`src/hw/spr_defs.svh`:
```
`ifndef SPR_DEFS_SVH
`define SPR_DEFS_SVH

// register byte offsets on the bus
`define SPR_CTRL_OFS     8'h00
`define SPR_TXW_OFS      8'h04
`define SPR_RXW_OFS      8'h08
`define SPR_CFG_OFS      8'h0C

// control and config register bit positions
`define SPR_OVR_BIT      13
`define SPR_UDF_N_BIT    12
`define SPR_TX_RDY_BIT   11
`define SPR_RX_RDY_BIT   10
`define SPR_TX_LVL_BIT   9
`define SPR_RX_LVL_BIT   8
`define SPR_RX_RST_BIT   7
`define SPR_TX_RST_BIT   6
`define SPR_BUF_BIT      0

// reset values
`define SPR_TX_RDY_RST   1'b1
`define SPR_RX_RDY_RST   1'b0
`define SPR_RST_CTL_RST  1'b0
`define SPR_FLAG_RST     1'b0
`define SPR_WORD_RST     16'h0000
`define SPR_DATA_RST     32'h0000_0000

// data word width of the port
`define SPR_WORD_W       16

`endif

```
`src/hw/spr_pkg.sv`:
```
package spr_pkg;

  // register selected by an address phase
  typedef enum logic [2:0] {
    SPR_SEL_NONE,
    SPR_SEL_CTRL,
    SPR_SEL_TXW,
    SPR_SEL_RXW,
    SPR_SEL_CFG
  } spr_sel_type;

endpackage

```
`src/hw/spr_sync.sv`:
```
`timescale 1ns/100ps

// two-flop synchroniser, one lane per bit
module spr_sync #(
  parameter int WIDTH = 1
) (
  input  wire logic             core_clk_i,
  input  wire logic             rst_b_i,
  input  wire logic [WIDTH-1:0] async_i,
  output logic      [WIDTH-1:0] sync_o
);

  logic [WIDTH-1:0] meta_reg;  // first stage, read only by second stage
  logic [WIDTH-1:0] sync_reg;  // second stage, safe to use

  // first stage feeds the second and nothing else
  always_ff @(posedge core_clk_i or negedge rst_b_i)
  begin
    if (!rst_b_i)
    begin
      meta_reg <= '0;
      sync_reg <= '0;
    end
    else
    begin
      meta_reg <= async_i;
      sync_reg <= meta_reg;
    end
  end

  assign sync_o = sync_reg;

endmodule // spr_sync

```
`src/hw/spr_ctrl.sv`:
```
// Overview of operation
// - transmit ready rises when word moves to shifter
// - transmit ready rise raises transmit interrupt request
// - standard follows shifter copy; buffered follows frame sync, not copy
// - transmit ready held one under any transmitter reset
// - receive ready rises when received word is held
// - receive ready rise raises receive interrupt request
// - receive ready held zero under any receiver reset
// - bit nine shows synchronised transmit clock pin
// - bit eight shows synchronised receive clock pin
// - bit seven enables receiver, resets to zero
// - writing receiver reset zero clears overrun, ready
// - bit six enables transmitter, resets to zero
// - transmitter reset write while not ready interrupts
// - transmitter reset write flags underflow (bit low), sets ready
`timescale 1ns/100ps
`include "spr_defs.svh"

module spr_ctrl (
  input  wire logic                   core_clk_i,
  input  wire logic                   rst_b_i,
  // ahb-lite slave
  input  wire logic                   hsel_i,
  input  wire logic [31:0]            haddr_i,
  input  wire logic [1:0]             htrans_i,
  input  wire logic                   hwrite_i,
  input  wire logic [2:0]             hsize_i,
  input  wire logic [31:0]            hwdata_i,
  input  wire logic                   hready_i,
  output logic                        hreadyout_o,
  output logic                        hresp_o,
  output logic [31:0]                 hrdata_o,
  // pins from the serial partner
  input  wire logic                   tx_bit_clock_i,
  input  wire logic                   rx_bit_clock_i,
  input  wire logic                   tx_frame_sync_i,
  // shifter side, same clock
  input  wire logic                   tx_copy_done_i,
  input  wire logic                   tx_underflow_event_i,
  input  wire logic                   rx_copy_done_i,
  input  wire logic                   rx_overrun_event_i,
  input  wire logic [`SPR_WORD_W-1:0] rx_word_i,
  output logic                        tx_enable_o,
  output logic                        rx_enable_o,
  output logic [`SPR_WORD_W-1:0]      tx_holding_word_o,
  output logic                        tx_word_valid_o,
  output logic                        tx_interrupt_request_o,
  output logic                        rx_interrupt_request_o
);

  // bus state
  logic                    wr_pend_reg,  wr_pend_next;   // write data phase due
  spr_pkg::spr_sel_type    wr_sel_reg,   wr_sel_next;    // register of that write
  logic [31:0]             rdata_reg,    rdata_next;     // read data, held
  // port state
  logic                    tx_rst_n_reg, tx_rst_n_next;  // transmitter enable
  logic                    rx_rst_n_reg, rx_rst_n_next;  // receiver enable
  logic                    tx_rdy_reg,   tx_rdy_next;    // transmit ready flag
  logic                    rx_rdy_reg,   rx_rdy_next;    // receive ready flag
  logic                    ovr_reg,      ovr_next;       // receive overrun flag
  logic                    udf_n_reg,    udf_n_next;     // active-low underflow
  logic                    tx_pend_reg,  tx_pend_next;   // word waiting for shifter
  logic                    buf_reg,      buf_next;       // buffered variant select
  logic [`SPR_WORD_W-1:0]  txw_reg,      txw_next;       // transmit holding word
  logic [`SPR_WORD_W-1:0]  rxw_reg,      rxw_next;       // receive holding word
  logic                    fs_dly_reg;                   // frame sync edge finder
  logic                    tx_irq_reg,   tx_irq_next;    // transmit request pulse
  logic                    rx_irq_reg,   rx_irq_next;    // receive request pulse
  // decodes
  logic [2:0]              pins_sync;                    // synchronised pins
  logic                    tx_lvl;                       // transmit clock level
  logic                    rx_lvl;                       // receive clock level
  logic                    fs_sync;                      // frame sync level
  logic                    fs_rise;                      // frame sync rising edge
  logic                    ap_valid;                     // address phase taken
  spr_pkg::spr_sel_type    ap_sel;                       // address phase target
  logic                    wr_ctrl;                      // control write data phase
  logic                    wr_txw;                       // holding word write
  logic                    wr_cfg;                       // config write
  logic                    rd_rxw;                       // receive word read

  // pins cross into the core domain through two flops
  spr_sync #(
    .WIDTH (3)
  ) u_pin_sync (
    .core_clk_i (core_clk_i),
    .rst_b_i    (rst_b_i),
    .async_i    ({tx_frame_sync_i, tx_bit_clock_i, rx_bit_clock_i}),
    .sync_o     (pins_sync)
  );

  assign rx_lvl  = pins_sync[0];
  assign tx_lvl  = pins_sync[1];
  assign fs_sync = pins_sync[2];
  assign fs_rise = fs_sync & ~fs_dly_reg;

  // address decode on the low address byte only, its word offsets below 0x10 are mapped
  always_comb
  begin
    unique case (haddr_i[7:0])
      `SPR_CTRL_OFS: ap_sel = spr_pkg::SPR_SEL_CTRL;
      `SPR_TXW_OFS:  ap_sel = spr_pkg::SPR_SEL_TXW;
      `SPR_RXW_OFS:  ap_sel = spr_pkg::SPR_SEL_RXW;
      `SPR_CFG_OFS:  ap_sel = spr_pkg::SPR_SEL_CFG;
      default:       ap_sel = spr_pkg::SPR_SEL_NONE;
    endcase
  end

  // htrans bit one covers nonseq and seq
  assign ap_valid = hsel_i & htrans_i[1] & hready_i;
  assign wr_ctrl  = wr_pend_reg & (wr_sel_reg == spr_pkg::SPR_SEL_CTRL);
  assign wr_txw   = wr_pend_reg & (wr_sel_reg == spr_pkg::SPR_SEL_TXW);
  assign wr_cfg   = wr_pend_reg & (wr_sel_reg == spr_pkg::SPR_SEL_CFG);
  assign rd_rxw   = ap_valid & ~hwrite_i & (ap_sel == spr_pkg::SPR_SEL_RXW);

  // next state of bus and port; write effects first, then read data
  always_comb
  begin
    wr_pend_next  = ap_valid & hwrite_i;
    wr_sel_next   = ap_valid ? ap_sel : spr_pkg::SPR_SEL_NONE;
    rdata_next    = rdata_reg;
    tx_rst_n_next = tx_rst_n_reg;
    rx_rst_n_next = rx_rst_n_reg;
    tx_rdy_next   = tx_rdy_reg;
    rx_rdy_next   = rx_rdy_reg;
    ovr_next      = ovr_reg;
    udf_n_next    = udf_n_reg;
    tx_pend_next  = tx_pend_reg;
    buf_next      = buf_reg;
    txw_next      = txw_reg;
    rxw_next      = rxw_reg;
    tx_irq_next   = 1'b0;
    rx_irq_next   = 1'b0;

    if (tx_pend_reg && (buf_reg ? fs_rise : tx_copy_done_i))
    begin
      tx_rdy_next  = 1'b1;
      tx_pend_next = 1'b0;
      udf_n_next   = 1'b1;
    end
    // new holding word wins over a copy of the old one
    if (wr_txw)
    begin
      txw_next     = hwdata_i[`SPR_WORD_W-1:0];
      tx_rdy_next  = 1'b0;
      tx_pend_next = 1'b1;
      // standard variant clears underflow on the write itself
      if (!buf_reg)
      begin
        udf_n_next = 1'b1;
      end
    end
    // underflow from the shifter wins over the write that clears it
    if (tx_underflow_event_i && tx_rst_n_reg)
    begin
      udf_n_next = 1'b0;
    end
    if (wr_cfg)
    begin
      buf_next = hwdata_i[`SPR_BUF_BIT];
    end

    // only the reset controls take written data
    if (wr_ctrl)
    begin
      rx_rst_n_next = hwdata_i[`SPR_RX_RST_BIT];
      tx_rst_n_next = hwdata_i[`SPR_TX_RST_BIT];
      if (!hwdata_i[`SPR_TX_RST_BIT] && !tx_rdy_reg)
      begin
        tx_irq_next = 1'b1;
      end
      if (!hwdata_i[`SPR_TX_RST_BIT])
      begin
        udf_n_next = 1'b0;
      end
    end

    if (!tx_rst_n_next)
    begin
      tx_rdy_next  = 1'b1;
      tx_pend_next = 1'b0;
    end

    // reading the receive word clears ready and overrun
    if (rd_rxw)
    begin
      rx_rdy_next = 1'b0;
      ovr_next    = 1'b0;
    end
    // set wins over the read clear
    if (rx_copy_done_i && rx_rst_n_reg)
    begin
      rxw_next    = rx_word_i;
      rx_rdy_next = 1'b1;
    end
    if (rx_overrun_event_i && rx_rst_n_reg)
    begin
      ovr_next = 1'b1;
    end
    if (!rx_rst_n_next)
    begin
      rx_rdy_next = 1'b0;
      ovr_next    = 1'b0;
    end

    if (tx_rdy_next && !tx_rdy_reg)
    begin
      tx_irq_next = 1'b1;
    end
    if (rx_rdy_next && !rx_rdy_reg)
    begin
      rx_irq_next = 1'b1;
    end

    // read data reflects writes of the previous data phase
    if (ap_valid && !hwrite_i)
    begin
      rdata_next = `SPR_DATA_RST;
      unique case (ap_sel)
        spr_pkg::SPR_SEL_CTRL:
        begin
          rdata_next[`SPR_OVR_BIT]    = ovr_next;
          rdata_next[`SPR_UDF_N_BIT]  = udf_n_next;
          rdata_next[`SPR_TX_RDY_BIT] = tx_rdy_next;
          rdata_next[`SPR_RX_RDY_BIT] = rx_rdy_next;
          rdata_next[`SPR_TX_LVL_BIT] = tx_lvl;
          rdata_next[`SPR_RX_LVL_BIT] = rx_lvl;
          rdata_next[`SPR_RX_RST_BIT] = rx_rst_n_next;
          rdata_next[`SPR_TX_RST_BIT] = tx_rst_n_next;
        end
        spr_pkg::SPR_SEL_TXW:  rdata_next[`SPR_WORD_W-1:0] = txw_next;
        spr_pkg::SPR_SEL_RXW:  rdata_next[`SPR_WORD_W-1:0] = rxw_reg;
        spr_pkg::SPR_SEL_CFG:  rdata_next[`SPR_BUF_BIT]    = buf_next;
        spr_pkg::SPR_SEL_NONE: rdata_next = `SPR_DATA_RST;
      endcase
    end
  end

  // register everything; slave is always ready, always okay
  always_ff @(posedge core_clk_i or negedge rst_b_i)
  begin
    if (!rst_b_i)
    begin
      wr_pend_reg  <= 1'b0;
      wr_sel_reg   <= spr_pkg::SPR_SEL_NONE;
      rdata_reg    <= `SPR_DATA_RST;
      tx_rst_n_reg <= `SPR_RST_CTL_RST;
      rx_rst_n_reg <= `SPR_RST_CTL_RST;
      tx_rdy_reg   <= `SPR_TX_RDY_RST;
      rx_rdy_reg   <= `SPR_RX_RDY_RST;
      ovr_reg      <= `SPR_FLAG_RST;
      udf_n_reg    <= `SPR_FLAG_RST;
      tx_pend_reg  <= 1'b0;
      buf_reg      <= 1'b0;
      txw_reg      <= `SPR_WORD_RST;
      rxw_reg      <= `SPR_WORD_RST;
      fs_dly_reg   <= 1'b0;
      tx_irq_reg   <= 1'b0;
      rx_irq_reg   <= 1'b0;
    end
    else
    begin
      wr_pend_reg  <= wr_pend_next;
      wr_sel_reg   <= wr_sel_next;
      rdata_reg    <= rdata_next;
      tx_rst_n_reg <= tx_rst_n_next;
      rx_rst_n_reg <= rx_rst_n_next;
      tx_rdy_reg   <= tx_rdy_next;
      rx_rdy_reg   <= rx_rdy_next;
      ovr_reg      <= ovr_next;
      udf_n_reg    <= udf_n_next;
      tx_pend_reg  <= tx_pend_next;
      buf_reg      <= buf_next;
      txw_reg      <= txw_next;
      rxw_reg      <= rxw_next;
      fs_dly_reg   <= fs_sync;
      tx_irq_reg   <= tx_irq_next;
      rx_irq_reg   <= rx_irq_next;
    end
  end

  assign hreadyout_o            = 1'b1;
  assign hresp_o                = 1'b0;
  assign hrdata_o               = rdata_reg;
  assign tx_enable_o            = tx_rst_n_reg;
  assign rx_enable_o            = rx_rst_n_reg;
  assign tx_holding_word_o      = txw_reg;
  assign tx_word_valid_o        = tx_pend_reg;
  assign tx_interrupt_request_o = tx_irq_reg;
  assign rx_interrupt_request_o = rx_irq_reg;
endmodule // spr_ctrl

```
`config.mk`:
```
export PLATFORM = sky130hd
export DESIGN_NAME = spr_ctrl
export DESIGN_NICKNAME = d
export VERILOG_FILES = /design/src/hw/spr_pkg.sv /design/src/hw/spr_sync.sv /design/src/hw/spr_ctrl.sv
export VERILOG_INCLUDE_DIRS = /design/src /design/src/hw
export SDC_FILE = /design/constraint.sdc
export NUM_CORES = 1
export LEC_CHECK = 0
export ABC_AREA = 0
export BUFFER_PORTS_ARGS = -buffer_cell sky130_fd_sc_hd__buf_2
export CAP_MARGIN = 0
export CORE_MARGIN = 2
export CORE_UTILIZATION = 40
export CTS_CLUSTER_SIZE = 24
export DETAILED_ROUTE_END_ITERATION = 10
export GPL_TIMING_DRIVEN = 0
export MAX_ROUTING_LAYER = met4
export PLACE_DENSITY = 0.72
export SLEW_MARGIN = 20
export SYNTH_ARGS = -nofsm -noshare
export SYNTH_HDL_FRONTEND = slang
export SYNTH_HIERARCHICAL = 1
export SYNTH_SLANG_ARGS = --single-unit
```
`constraint.sdc`:
```
create_clock -name core_clk_i -period 2.5 [get_ports core_clk_i]
set_input_delay 0.5 -clock core_clk_i [delete_from_list [all_inputs] [get_ports core_clk_i]]
set_output_delay 0.5 -clock core_clk_i [all_outputs]
set_load 0.01 [all_outputs]
```
# [Word level (Yosys, flattened, before mapping)]
# Index checks and enable logic that the tools add are counted.
[totals] elab_cells=86 ff_bits=69 output_inout_bits=55 in_bits=97
[op_classes] n_reduce_logical=13 n_eq_ne=11 n_mux=33 n_bitwise=11
[ops] op="2-to-1 mux 1 bit" n=26
[ops] op="one-hot mux 8 bit (3 select lines)" n=1
[ops] op="equality test 8 x 4 -> 1 bit, second input constant" n=2
[ops] op="2-to-1 mux 16 bit" n=1
[ops] op="one-hot mux 3 bit (4 select lines)" n=1
[ops] op="one-hot mux 5 bit (2 select lines)" n=1
[ops] op="AND 1 bit" n=9
[ops] op="equality test 3 x 2 -> 1 bit, second input constant" n=3
[ops] op="equality test 8 x 3 -> 1 bit, second input constant" n=1
[ops] op="logical AND 1 bit" n=8
[ops] op="logical NOT 8 bit" n=1
[ops] op="equality test 3 x 1 -> 1 bit, second input constant" n=2
[ops] op="equality test 3 bit, second input constant" n=2
[ops] op="logical NOT 1 bit" n=4
[ops] op="one-hot mux 2 bit (2 select lines)" n=1
[ops] op="2-to-1 mux 3 bit" n=1
[ops] op="!= test 3 x 1 -> 1 bit, second input constant" n=1
[ops] op="one-hot mux 1 bit (3 select lines)" n=1
[ops] op="NOT 1 bit" n=2

# [Depth between registers and ports, before layout]
[depth] ltp_word=11 depth_mapped=7 mapped_depth_nobuf=5

# [By module]
# Netlist, hierarchy kept.
[modules_own_cells] module="spr_ctrl" area_each_um2=2851.5 cells_each=221 instances=1
[modules_own_cells] module="spr_sync" area_each_um2=150.1 cells_each=6 instances=1

# [Worst setup path before layout]
# OpenSTA, ideal clock, no wires.
[synth_timing] path_type="input to register" start="in haddr_i[1]" end="reg rdata_reg[6] (netlist: hrdata_o[6])" stages=7 setup_time_ns=0.095 path_slack_ns=0.592 t_arrival_ns=1.813 path_cell_list="or4_4 > or3_1 > buf_6 > nor2_8 > buf_12 > a22oi_2 > o31ai_1"
[synth_between] elab_chain_cells=4 elab_cells_between_ends=9 classes_between="eq/ne: 6; mux: 2; reduce/logical: 1"
[synth_rtl] element="start, declared" line_no="spr_ctrl.sv:24" rtl="input wire logic [31:0] haddr_i,"
[synth_rtl] element="equality test 8 x 4 -> 1 bit, or another cell as far along" line_no="spr_ctrl.sv:100" rtl="unique case (haddr_i[7:0])"
[synth_rtl] element="one-hot mux 3 bit (4 select lines) (*)" line_no="spr_ctrl.sv:100"
[synth_rtl] element="equality test 3 x 2 -> 1 bit / equality test 3 x 1 -> 1 bit (equally long branches)" line_no="spr_ctrl.sv:219" rtl="unique case (ap_sel)"
[synth_rtl] element="one-hot mux 8 bit (3 select lines) (*)" line_no="spr_ctrl.sv:219"
[synth_rtl] element="end signal, assigned" line_no="spr_ctrl.sv:246" rtl="rdata_reg <= `SPR_DATA_RST;"
[synth_rtl] element="end signal, assigned" line_no="spr_ctrl.sv:265" rtl="rdata_reg <= rdata_next;"
[synth_rtl] element="end, declared" line_no="spr_ctrl.sv:54" rtl="logic [31:0] rdata_reg, rdata_next;"
# Mark *: on every way between the ends. The rest lies on a longest branch, timed or not.
# A chain may end at the register's enable or synchronous reset.

# [Worst setup path in the final report]
[layout_timing] start="reg wr_sel_reg[0]" end="reg rdata_reg[1] (netlist: hrdata_o[1])"
[layout_between] elab_chain_cells=4
[layout_rtl] element="start, declared" line_no="spr_ctrl.sv:53" rtl="spr_pkg::spr_sel_type wr_sel_reg, wr_sel_next;"
[layout_rtl] element="start signal, assigned" line_no="spr_ctrl.sv:245" rtl="wr_sel_reg <= spr_pkg::SPR_SEL_NONE;"
[layout_rtl] element="start signal, assigned" line_no="spr_ctrl.sv:264" rtl="wr_sel_reg <= wr_sel_next;"
[layout_rtl] element="equality test 3 x 2 -> 1 bit" line_no="spr_ctrl.sv:112" rtl="assign wr_txw = wr_pend_reg & (wr_sel_reg == spr_pkg::SPR_SEL_TXW);"
[layout_rtl] element="AND 1 bit" line_no="spr_ctrl.sv:112"
[layout_rtl] element="2-to-1 mux 16 bit" line_no="spr_ctrl.sv:142" rtl="if (wr_txw)"
[layout_rtl] element="named net txw_next[1]" line_no="spr_ctrl.sv:64" rtl="logic [`SPR_WORD_W-1:0] txw_reg, txw_next;"
[layout_rtl] element="one-hot mux 5 bit (2 select lines)" line_no="spr_ctrl.sv:219"
# The timed path passes the listed nets, and every way through them passes these cells.

==> metrics.csv <==
stage,metric,value,unit
yosys,Post-Syn Area,0.00300,mm2
worst_setup_path,Crit path arrival time,2.29,ns
floorplanning,core box area,0.00725,mm2
route,Post-Route WL,6900,um
run_status,status,completed,
worst_setup_path,R2R Path End,hrdata_o[1],
sta,Final period util,82.8,%
clock_tree,CTS tree,done,
yosys,Synth area leaders,"dfrtp_1 (57%), mux2_2 (12%), buf_4 (5.0%)",
route,DR pass1 iterations,5,
clock_tree,CTS Buffer Depth,2,
cells_and_area,diodes inserted,0,
yosys,sequential share of the synthesized area,57.6,%
floorplanning,# rows,31,
min_path,Hold Crit Class,in2async,
yosys,"area leader, netlist",dfrtp_1,
worst_setup_path,reg2reg start,wr_sel_reg[0],
floorplanning,Top Ports,152,
clock_tree,# clock sinks,69,
yosys,number of flops mapped to enable cells by yosys,0,
sta,final setup skew,0.00921,ns
placed_design,dpl cells,432,
worst_setup_path,Setup CP Type,reg2reg,
grt,vias in the first global route,2255,
sta,fin crit period,2.07,ns
worst_setup_path,"critical path fanouts, max",10,
clock_tree,CTS Buf Count,9,
cells_and_area,final cell count without fillers,448,
grt,largest net degree at the start of global routing,47,
grt,grt total ovfl,0,
cells_and_area,"Core Util, Final",53.0,%
worst_setup_path,Worst Setup End Kind,flop,
cells_and_area,Final Cell Area,0.00384,mm2
power,worst vdd ir,0.000332,V
yosys,async set-reset flop share out of synthesis,100,%
route,DRC Markers,0,
flow_run,Max Cap Viol,0,
route,DRT iter0 DRCs,77,
grt,Tot GR Track Use,17.7,%
worst_setup_path,worst setup path startpoint,wr_sel_reg[0],
yosys,ys flop type,dfrtp_1,
cells_and_area,area grow syn2layout,28.0,%
cells_and_area,nets,441,
route,vias per inst,4.90,
clock_tree,Post-CTS Hold Buffers,0,
floorplanning,die height,90.6,um
sta,setup violators final,0,
cells_and_area,"most common cell after layout, fill and taps aside",buf_2,
yosys,syn_area_per_cell,13.2,um2
yosys,synth warn,6,
grt,antenna violations before repair,0,
clock_tree,root buf cell,clkbuf_8,
clock_tree,H-tree depth,3,
worst_setup_path,flop-to-flop setup slack,0.43,ns
worst_setup_path,CP Launch Type,flop,
sta,post-route setup TNS,0,ns
power,Power Density,548,mW/mm2
yosys,Synth top area share,56.7,%
clock_tree,Worst-path clk slew,0.07,ns
placed_design,port bufs,89,
worst_setup_path,worst setup path end,hrdata_o[1],
cells_and_area,filler instances,671,
floorplanning,Die W,90.6,um
sta,Slew headroom,55.0,%
placed_design,placer congestion estimate,0.804,
clock_tree,clk_lat worst skew,0.34,ns
sta,transition time of the tightest slew-check pin,0.676,ns
route,DR vias,2196,
placed_design,half-perimeter wire length after placement,5070,um
yosys,Syn Inst Count,227,
route,WL/cell,15.4,um
placed_design,post-place instance area,0.00366,mm2
worst_setup_path,worst reg2reg path depth,6,
floorplanning,Initial Util,41.4,%
cells_and_area,most frequent cells in the layout,"buf_2 (89), dfrtp_1 (68), mux2_2 (32)",
sta,Slew Limit Fails,0,
cells_and_area,layout cells sized above 1,49.0,%
route,post-route ant nets,0,
yosys,Synth Register Bits,69,
sta,worst hold margin,0.0588,ns
sta,"Hold Vio Cnt, Final",0,
worst_setup_path,CP Data Required Time,2.72,ns
grt,first-pass GRT wire length,10900,um
sta,RSZ-0062 raised after global routing,no,
power,P_leak,2.11,nW
floorplanning,die area,0.00821,mm2
sta,Max Freq,0.483,GHz
clock_tree,Post-CTS Resized,0,
clock_tree,post-CTS setup buffer count,0,
yosys,Unique masters post-synth,46,
[where the power goes]
group	leakage, nW	switching [W]	internal, W	total, W
logic	1.07	0.0000759	0.0000669	0.000143
clock network	0.0937	0.000387	0.000442	0.000829
registers	0.939	0.00000465	0.00113	0.00113
[how the worst min path moves through the flow]
stage	depth (start not counted)	endpoint	start
after global placement	0	u_pin_sync/sync_o[1]	u_pin_sync/meta_reg[1]
after detailed placement	0	u_pin_sync/sync_o[0]	u_pin_sync/meta_reg[0]
after CTS	1	tx_holding_word_o[3]	rst_b_i
final	1	tx_holding_word_o[4]	rst_b_i
after global routing	1	tx_holding_word_o[3]	rst_b_i
after floorplan	0	buf_reg	rst_b_i
[through the flow]
stage	worst slack, ns	power (W)
detailed placement	0.376	0.00130
floorplan	0.592	0.00122
global placement	0.389	0.00129
finish	0.429	0.00210
global route	0.217	0.00219
CTS	0.398	0.00213
[routing by layer]
layer  part of all wire [%]  track usage (%)
met5                      0                -
met4                    1.7             5.00
met3                    6.7             5.76
met2                     47             27.7
met1                     44             22.1
[critical path, stage by stage, from the launching register on]
cell,delay (ns)
dfrtp_1,0.39
nor4bb_1,0.29
buf_2,0.33
buf_6,0.21
mux2_2,0.36
a222oi_1,0.31
inv_1,0.06
[cell usage after synthesis, types with 4 or more instances]
master,instances
dfrtp_1,68
mux2_2,32
buf_4,20
inv_1,11
a222oi_1,9
a21oi_1,8
nor2_1,8
nand2_1,6
o31ai_1,6
a22oi_2,4
mux2i_1,4
nor2b_1,4
nor3_1,4
[final cells by class]
class	instances	area, um2	share of cell area (%)
plain buffers	27	209	5.44
clock buffers	15	176	4.59
clock inverters	1	5.00	0.130
inverters	11	41.3	1.07
multi-input cells	136	1080	28.2
flip-flops and latches	69	1730	45.0
well taps	99	124	3.22
repair buffers	90	475	12.4
[cells by family (layout without fill, tap and decap cells)]
kind of cell	after synthesis	in the layout	share of synthesized area [%]
buffers and inverters	38	144	8.34
muxes	38	38	14.1
AOI/OAI and AO/OA	39	39	10.7
DFF	69	69	57.6
other	2	18	0.250
and+or+nand+nor	41	41	9.05
No activity file was read; power rests on OpenSTA's default activity.
